===== config.mk =====
export PLATFORM = sky130hd
export DESIGN_NAME = mpw_wake_detector
export DESIGN_NICKNAME = d
export VERILOG_FILES = /design/src/logic/mpw_wake_detector.v /design/src/logic/mpw_pattern_match.v
export VERILOG_INCLUDE_DIRS = /design/src /design/src/logic
export SDC_FILE = /design/constraint.sdc
export NUM_CORES = 1
export LEC_CHECK = 0
export BUFFER_PORTS_ARGS = -buffer_cell sky130_fd_sc_hd__buf_2
export CAP_MARGIN = 20
export CORE_MARGIN = 8
export CORE_UTILIZATION = 45
export CTS_BUF_LIST = sky130_fd_sc_hd__clkbuf_8
export DETAILED_ROUTE_END_ITERATION = 8
export PLACE_DENSITY = 0.74
export SLEW_MARGIN = 0
export SYNTH_ARGS = -nofsm -noshare
export SYNTH_HDL_FRONTEND = slang
export SYNTH_SLANG_ARGS = --single-unit

===== constraint.sdc =====
create_clock -name clk_sys -period 4.25 [get_ports clk_sys]
set_clock_uncertainty 0.15 [all_clocks]
set_input_delay 0.2125 -clock clk_sys [delete_from_list [all_inputs] [get_ports clk_sys]]
set_output_delay 0.2125 -clock clk_sys [all_outputs]
set_load 0.01 [all_outputs]

===== src/logic/mpw_defines.vh =====
// Register map, field positions, reset values and timing counts of the wake detector
`ifndef MPW_DEFINES_VH
`define MPW_DEFINES_VH

`define MPW_OFS_BASIC_CTRL 16'h0000
`define MPW_OFS_INT_ENABLE 16'h0012
`define MPW_OFS_INT_STATUS 16'h0013
`define MPW_OFS_WAKE_CTRL 16'h4000
`define MPW_OFS_WAKE_OUT_CFG 16'h4003
`define MPW_OFS_STATION_W0 16'h4004
`define MPW_OFS_STATION_W1 16'h4005
`define MPW_OFS_STATION_W2 16'h4006

`define MPW_BIT_ISOLATE 10
`define MPW_BIT_INT_WAKE 6
`define MPW_BIT_WAKE_EN 2
`define MPW_BIT_WAKE_SEEN 3
`define MPW_BIT_PULSE_MODE 7
`define MPW_BIT_PW_HI 9
`define MPW_BIT_PW_LO 8

`define MPW_RST_BASIC_CTRL 16'h0000
`define MPW_RST_INT_ENABLE 16'h0000
`define MPW_RST_WAKE_CTRL 16'h0000
`define MPW_RST_WAKE_OUT_CFG 16'h0000
`define MPW_RST_STATION 16'h0000

`define MPW_SYNC_BYTE 8'hFF
`define MPW_SYNC_LEN 3'h6
`define MPW_ADDR_COPIES 5'h10
`define MPW_ADDR_BYTES 3'h6

`define MPW_PW_CYC0 16'h0020
`define MPW_PW_CYC1 16'h0040
`define MPW_PW_CYC2 16'h0080
`define MPW_PW_CYC3 16'h0100

`endif


===== src/logic/mpw_wake_detector.v =====
// Wake-on-LAN magic packet detector with wake pin, interrupt merge and isolate
`timescale 1ns/100ps
`include "mpw_defines.vh"

module mpw_wake_detector (
    input wire clk_sys,
    input wire arst_n,
    input wire [15:0] reg_addr,
    input wire reg_wr,
    input wire reg_rd,
    input wire [15:0] reg_wdata,
    output reg [15:0] reg_rdata,
    input wire rx_frame_start,
    input wire rx_byte_valid,
    input wire [7:0] rx_byte,
    input wire rx_frame_end,
    input wire rx_frame_good,
    input wire wake_strap_pad,
    input wire led_activity,
    output reg status_light_zero_o,
    output reg status_light_zero_oe,
    input wire other_int_n,
    output wire general_interrupt_pin_o,
    output reg general_interrupt_pin_oe,
    input wire [3:0] core_rxd,
    input wire core_rx_dv,
    input wire core_rx_er,
    input wire core_crs,
    input wire core_col,
    output reg [3:0] mac_rxd_o,
    output reg mac_rx_dv_o,
    output reg mac_rx_er_o,
    output reg mac_crs_o,
    output reg mac_col_o,
    output reg mac_out_oe,
    input wire [3:0] mac_txd_i,
    input wire mac_tx_en_i,
    input wire mac_tx_er_i,
    output reg [3:0] core_txd,
    output reg core_tx_en,
    output reg core_tx_er
);

    reg [15:0] basic_control_r;
    reg [15:0] interrupt_enable_r;
    reg [15:0] wake_control_r;
    reg [15:0] wake_output_config_r;
    reg [15:0] station_w0_r;
    reg [15:0] station_w1_r;
    reg [15:0] station_w2_r;
    reg wake_seen_r;
    reg int_wake_r;
    reg strap_done_r;
    reg strap_wake_r;
    reg pulse_act_r;
    reg [15:0] pulse_cnt_r;
    reg [15:0] pulse_len;
    reg [15:0] rdata_nxt;
    wire found;

    wire wr_hit = reg_wr;
    wire detect_en = wake_control_r[`MPW_BIT_WAKE_EN];
    wire pulse_mode = wake_output_config_r[`MPW_BIT_PULSE_MODE];
    wire [1:0] pw_sel = wake_output_config_r[`MPW_BIT_PW_HI:`MPW_BIT_PW_LO];
    wire isolate = basic_control_r[`MPW_BIT_ISOLATE];
    wire rd_status = reg_rd && (reg_addr == `MPW_OFS_INT_STATUS);
    wire wr_wake_ctrl = wr_hit && (reg_addr == `MPW_OFS_WAKE_CTRL);
    wire seen_clr = wr_wake_ctrl && reg_wdata[`MPW_BIT_WAKE_SEEN];

    // Only magic packets are searched for; no other wake pattern exists
    mpw_pattern_match u_match (
        .clk_sys(clk_sys),
        .arst_n(arst_n),
        .enable(detect_en),
        .frame_start(rx_frame_start),
        .byte_valid(rx_byte_valid),
        .byte_data(rx_byte),
        .station_addr({station_w0_r, station_w1_r, station_w2_r}),
        .found(found)
    );

    // Frames with bad check sequence or errors never wake
    wire wake_event = detect_en && rx_frame_end && rx_frame_good && found;

    // Register writes
    always @(posedge clk_sys or negedge arst_n) begin
        if (!arst_n) begin
            basic_control_r <= `MPW_RST_BASIC_CTRL;
            interrupt_enable_r <= `MPW_RST_INT_ENABLE;
            wake_control_r <= `MPW_RST_WAKE_CTRL;
            wake_output_config_r <= `MPW_RST_WAKE_OUT_CFG;
            station_w0_r <= `MPW_RST_STATION;
            station_w1_r <= `MPW_RST_STATION;
            station_w2_r <= `MPW_RST_STATION;
        end else if (wr_hit) begin
            case (reg_addr)
                `MPW_OFS_BASIC_CTRL: begin
                    basic_control_r <= reg_wdata;
                end
                `MPW_OFS_INT_ENABLE: begin
                    interrupt_enable_r <= reg_wdata;
                end
                `MPW_OFS_WAKE_CTRL: begin
                    // Seen bit lives in its own flop
                    wake_control_r <= reg_wdata & ~(16'h0001 << `MPW_BIT_WAKE_SEEN);
                end
                `MPW_OFS_WAKE_OUT_CFG: begin
                    wake_output_config_r <= reg_wdata;
                end
                `MPW_OFS_STATION_W0: begin
                    station_w0_r <= reg_wdata;
                end
                `MPW_OFS_STATION_W1: begin
                    station_w1_r <= reg_wdata;
                end
                `MPW_OFS_STATION_W2: begin
                    station_w2_r <= reg_wdata;
                end
                default: begin
                end
            endcase
        end
    end

    // Sticky wake status; a new event beats a clear in the same cycle
    always @(posedge clk_sys or negedge arst_n) begin
        if (!arst_n) begin
            wake_seen_r <= 1'b0;
        end else if (wake_event) begin
            wake_seen_r <= 1'b1;
        end else if (seen_clr || !detect_en) begin
            wake_seen_r <= 1'b0;
        end
    end

    // Interrupt cause bit, cleared by reading the status register
    always @(posedge clk_sys or negedge arst_n) begin
        if (!arst_n) begin
            int_wake_r <= 1'b0;
        end else if (wake_event) begin
            int_wake_r <= 1'b1;
        end else if (rd_status) begin
            int_wake_r <= 1'b0;
        end
    end

    always @* begin
        case (pw_sel)
            2'h0: pulse_len = `MPW_PW_CYC0;
            2'h1: pulse_len = `MPW_PW_CYC1;
            2'h2: pulse_len = `MPW_PW_CYC2;
            2'h3: pulse_len = `MPW_PW_CYC3;
            default: pulse_len = `MPW_PW_CYC0;
        endcase
    end

    // Pulse generator; a new event during a pulse restarts the width
    always @(posedge clk_sys or negedge arst_n) begin
        if (!arst_n) begin
            pulse_act_r <= 1'b0;
            pulse_cnt_r <= 16'h0000;
        end else if (wake_event && pulse_mode) begin
            pulse_act_r <= 1'b1;
            pulse_cnt_r <= pulse_len - 16'h0001;
        end else if (!pulse_mode || !detect_en) begin
            pulse_act_r <= 1'b0;
            pulse_cnt_r <= 16'h0000;
        end else if (pulse_act_r) begin
            if (pulse_cnt_r == 16'h0000)
                pulse_act_r <= 1'b0;
            else
                pulse_cnt_r <= pulse_cnt_r - 16'h0001;
        end
    end

    // Level mode follows the sticky status, pulse mode the timer
    wire wake_active = pulse_mode ? pulse_act_r : (wake_seen_r && detect_en);
    wire wake_n = ~wake_active;

    // Strap is taken once, the first edge after reset release
    always @(posedge clk_sys or negedge arst_n) begin
        if (!arst_n) begin
            strap_done_r <= 1'b0;
            strap_wake_r <= 1'b0;
        end else if (!strap_done_r) begin
            strap_done_r <= 1'b1;
            strap_wake_r <= wake_strap_pad;
        end
    end

    // Pin floats until the strap is latched so the pull-up is not fought
    always @(posedge clk_sys or negedge arst_n) begin
        if (!arst_n) begin
            status_light_zero_o <= 1'b1;
            status_light_zero_oe <= 1'b0;
        end else begin
            status_light_zero_oe <= strap_done_r;
            status_light_zero_o <= strap_wake_r ? wake_n : led_activity;
        end
    end

    // Open drain: the pin is only ever pulled low, so the level is constant
    // In level mode the wake term stays until status clear, not on read
    wire wake_int_term = interrupt_enable_r[`MPW_BIT_INT_WAKE] &&
                         (pulse_mode ? int_wake_r : wake_active);
    assign general_interrupt_pin_o = 1'b0;

    always @(posedge clk_sys or negedge arst_n) begin
        if (!arst_n) begin
            general_interrupt_pin_oe <= 1'b0;
        end else begin
            general_interrupt_pin_oe <= wake_int_term || !other_int_n;
        end
    end

    // MAC-side pass-through; isolate floats outputs and masks inputs
    always @(posedge clk_sys or negedge arst_n) begin
        if (!arst_n) begin
            mac_rxd_o <= 4'h0;
            mac_rx_dv_o <= 1'b0;
            mac_rx_er_o <= 1'b0;
            mac_crs_o <= 1'b0;
            mac_col_o <= 1'b0;
            mac_out_oe <= 1'b0;
            core_txd <= 4'h0;
            core_tx_en <= 1'b0;
            core_tx_er <= 1'b0;
        end else begin
            mac_rxd_o <= core_rxd;
            mac_rx_dv_o <= core_rx_dv;
            mac_rx_er_o <= core_rx_er;
            mac_crs_o <= core_crs;
            mac_col_o <= core_col;
            mac_out_oe <= !isolate;
            if (isolate) begin
                core_txd <= 4'h0;
                core_tx_en <= 1'b0;
                core_tx_er <= 1'b0;
            end else begin
                core_txd <= mac_txd_i;
                core_tx_en <= mac_tx_en_i;
                core_tx_er <= mac_tx_er_i;
            end
        end
    end

    // Read mux; unmapped addresses return zero
    always @* begin
        case (reg_addr)
            `MPW_OFS_BASIC_CTRL: rdata_nxt = basic_control_r;
            `MPW_OFS_INT_ENABLE: rdata_nxt = interrupt_enable_r;
            `MPW_OFS_INT_STATUS: rdata_nxt = {9'h000, int_wake_r, 6'h00};
            `MPW_OFS_WAKE_CTRL: rdata_nxt = wake_control_r | ({15'h0000, wake_seen_r} << `MPW_BIT_WAKE_SEEN);
            `MPW_OFS_WAKE_OUT_CFG: rdata_nxt = wake_output_config_r;
            `MPW_OFS_STATION_W0: rdata_nxt = station_w0_r;
            `MPW_OFS_STATION_W1: rdata_nxt = station_w1_r;
            `MPW_OFS_STATION_W2: rdata_nxt = station_w2_r;
            default: rdata_nxt = 16'h0000;
        endcase
    end

    always @(posedge clk_sys or negedge arst_n) begin
        if (!arst_n) begin
            reg_rdata <= 16'h0000;
        end else if (reg_rd) begin
            reg_rdata <= rdata_nxt;
        end
    end

endmodule


===== src/logic/mpw_pattern_match.v =====
// Byte scanner that finds a sync run followed by sixteen station address copies
`timescale 1ns/100ps
`include "mpw_defines.vh"

module mpw_pattern_match (
    input wire clk_sys,
    input wire arst_n,
    input wire enable,
    input wire frame_start,
    input wire byte_valid,
    input wire [7:0] byte_data,
    input wire [47:0] station_addr,
    output reg found
);

    reg [2:0] ff_run_r;
    reg [2:0] pos_r;
    reg [4:0] copy_r;
    reg in_addr_r;
    reg [7:0] exp_byte;

    // Address bytes go out word0 first, high byte of each word first
    always @* begin
        case (pos_r)
            3'h0: exp_byte = station_addr[47:40];
            3'h1: exp_byte = station_addr[39:32];
            3'h2: exp_byte = station_addr[31:24];
            3'h3: exp_byte = station_addr[23:16];
            3'h4: exp_byte = station_addr[15:8];
            3'h5: exp_byte = station_addr[7:0];
            default: exp_byte = 8'h00;
        endcase
    end

    wire sync_seen = (ff_run_r == `MPW_SYNC_LEN);
    wire first_hit = byte_data == station_addr[47:40];
    wire last_byte = (pos_r == `MPW_ADDR_BYTES - 3'h1) && (copy_r == `MPW_ADDR_COPIES - 5'h1);

    always @(posedge clk_sys or negedge arst_n) begin
        if (!arst_n) begin
            ff_run_r <= 3'h0;
            pos_r <= 3'h0;
            copy_r <= 5'h00;
            in_addr_r <= 1'b0;
            found <= 1'b0;
        end else if (!enable || frame_start) begin
            ff_run_r <= 3'h0;
            pos_r <= 3'h0;
            copy_r <= 5'h00;
            in_addr_r <= 1'b0;
            found <= 1'b0;
        end else if (byte_valid && !found) begin
            // Sync run counted on its own so it may start anywhere
            if (byte_data == `MPW_SYNC_BYTE) begin
                if (!sync_seen)
                    ff_run_r <= ff_run_r + 3'h1;
            end else begin
                ff_run_r <= 3'h0;
            end
            if (in_addr_r && byte_data == exp_byte) begin
                if (last_byte) begin
                    found <= 1'b1;
                    in_addr_r <= 1'b0;
                end else if (pos_r == `MPW_ADDR_BYTES - 3'h1) begin
                    pos_r <= 3'h0;
                    copy_r <= copy_r + 5'h01;
                end else begin
                    pos_r <= pos_r + 3'h1;
                end
            end else if (sync_seen && first_hit) begin
                // Mismatch restarts; a fresh sync run may reopen at once
                in_addr_r <= 1'b1;
                pos_r <= 3'h1;
                copy_r <= 5'h00;
            end else begin
                in_addr_r <= 1'b0;
                pos_r <= 3'h0;
                copy_r <= 5'h00;
            end
        end
    end

endmodule


==> reports/metrics.yaml <==
fp.dieH_um: 154
grt_pass1_wl_um: 34400
drive_above_1_share_pct: 29.8
synthCells: 743
grt_max_degree: 92
start_kind: "flip-flop"
fmax_ghz: 0.314
critPathRequiredTime_ps: 4440
routed-via-count: 6334
viasPerCell: 5.69
htree_levels: 4
holdWs_ps: 36.4
fin_crit_sh_pct: 75.0
drt_pass1_iterations: 5
antenna_cells: 0
wire_per_inst_um: 18.9
relSlewSlack_pct: 32.7
ys.flop_type: "dfrtp_1"
clock_path_buffers: 2
max-vdd-ir-drop_mv: 0.188
grt_usage_pct: 17.9
critPathArrivalTime_ps: 3380
outcome: "finished clean"
die_area_um2: 23700
cts_resized: 0
worstMarginPinSlew_ps: 1010
antenna_found_initial: 0
layout.nets: 938
min_path_type: "in -> reg"
ys_ff_latch: 179
setup_violations: 0
ys_types: 60
placement.cell_area_um2: 9240
final_cell_area_um2: 10000
pwr_density_cell_nw_per_um2: 307
initial_core_util_pct: 45.8
crit_fanout: 22
drc: 0
clk_pin_slew_ps: 90
slew_violations: 0
std_cell_rows: 50
p_leak_nw: 4.78
synth_edf_count: 0
die_x_um: 154
gp_congestion: 0.826
core_area_um2: 18700
wirelength_um: 21000
cts_buffers: 17
cts_tree: "yes"
dpl.hpwl_um: 14600
io_pins: 100
hold_viol_final: 0
critical_path_class: "reg -> reg"
clock_latency_ps: 480
ant_nets: 0
drv_cap: 0
area_delta_synth_final_pct: 17.1
avgSynthCellArea_um2: 11.5
cts_root_buf: "clkbuf_8"
syn_area_um2: 8570
finalPower_w: 0.00308
fin_tns_setup_ps: 0
drt_iter0_markers: 414
crit_path_end_kind: "flip-flop"
cts.sinks: 179
yosys_warnings: 0
fin_util_pct: 53.6
synthArstFlopShare_pct: 100
first_global_vias: 6472
fin_crit_ps: 3190
io_buffers: 98
grt_setup_unrepaired: "false"
synth_nets: 814
ys_seq_area_share_pct: 52.3
grt_overflow_total: 0
## Yosys cell counts (5+ instances only)
cell / count / area (µm²)
nor3_1: 9 / 45.0
a221o_1: 16 / 160
nor2_1: 64 / 240
a21oi_1: 39 / 195
inv_1: 30 / 113
o21ai_0: 20 / 100
o22ai_1: 22 / 138
xnor2_1: 9 / 78.8
xor2_1: 14 / 123
mux2i_1: 25 / 250
nor2b_1: 13 / 81.3
nand3_1: 14 / 70.1
buf_2: 5 / 25.0
ha_1: 6 / 75.1
nand2b_1: 6 / 37.5
nand2_1: 37 / 139
clkbuf_1: 27 / 101
nand4_1: 6 / 37.5
and3_1: 8 / 50.1
a221oi_1: 16 / 140
dfrtp_1: 178 / 4450
mux2_2: 115 / 1290
nor4_1: 9 / 56.3
## sequential cells by signal, indices dropped and copies added, names as in the netlist, 5 cells and up
| signal | flops |
|---|---|
| station_w2_r | 16 |
| station_w0_r | 16 |
| pulse_cnt_r | 16 |
| station_w1_r | 16 |
| basic_control_r | 16 |
| interrupt_enable_r | 16 |
| reg_rdata | 16 |
| wake_output_config_r | 16 |
| u_match.copy_r | 5 |
| wake_control_r | 15 |
## path summary, 6_finish.rpt
kind	start	endpoint	slack, ps	cells after the start
setup / recovery	u_match.pos_r[2]	u_match.pos_r[0]	1060	10
hold / removal	rx_byte[1]	u_match.ff_run_r[2]	40	5
setup reg to reg	u_match.pos_r[2]	u_match.pos_r[0]	1060	10
hold reg to reg	strap_done_r	status_light_zero_oe	250	0
max in group asynchronous	arst_n	pulse_cnt_r[9]	2770	3
min in group asynchronous	arst_n	station_w2_r[15]	230	2
## logic make-up (layout without fill, tap and decap cells)
family | after synthesis | count (layout) | share of synthesized area [%]
XOR/XNOR | 23 | 23 | 2.35
buffers and inverters | 69 | 206 | 3.40
multiplexers | 145 | 145 | 19.4
flip-flops | 179 | 179 | 52.3
adder cells (fa/ha/maj) | 6 | 6 | 0.876
other | 2 | 2 | 0.0876
AND/OR/NAND/NOR | 185 | 185 | 10.9
AO/OA/AOI/OAI | 134 | 134 | 10.7
## where the power goes
part	internal, W	switching (W)
Clock	0.000538	0.000655
Sequential	0.00171	0.00000347
Combinational	0.0000677	0.000102
## timing repair
action,CTS,global route
hold buffers,39,0
buffers inserted,0,0
hold endpoints to repair,223,0
## routing by layer
layer,vias to the layer above,GRT usage (%),wire length (µm)
li1,2949,-,-
met1,3192,23.2,9370
met2,166,29.1,10300
met3,27,3.81,1040
met4,0,6.44,332
met5,-,0,0
## worst max-delay path: stages, from the launching register on
cell and delay (ps):
dfrtp_1 860, inv_1 210, ha_1 380, nand2_1 150, a21oi_1 70, o211ai_1 240, xor2_1 200, nand4_2 220
nor2_4 230, mux2i_1 250, a221oi_2 80
## cell type report
class	instances	area (µm²)
multi-input cells	495	3800
clock inverters	15	168
inverters	31	116
fillers	1614	8670
flip-flops and latches	179	4480
well taps	234	293
repair buffers	143	945
clock buffers	17	234
## metrics by stage
stage               setup slack (ps)  instances
finish                          1060       1114
global route                     784       1114
CTS                             1100       1114
detailed placement              1150       1043
global placement                1250       1043
floorplan                       1540        743
## cell usage in the layout, fill, tap and decap left out, types with 16 or more instances in the layout
cell type	instances
dlygate4sd3_1	39
o21ai_0	20
nand2_1	37
o22ai_1	22
buf_2	97
dfrtp_1	178
inv_1	31
nor2_1	64
a221o_1	16
a221oi_1	16
mux2_2	115
clkbuf_8	17
a21oi_1	39
mux2i_1	25
No activity file was read; power rests on OpenSTA's default activity.
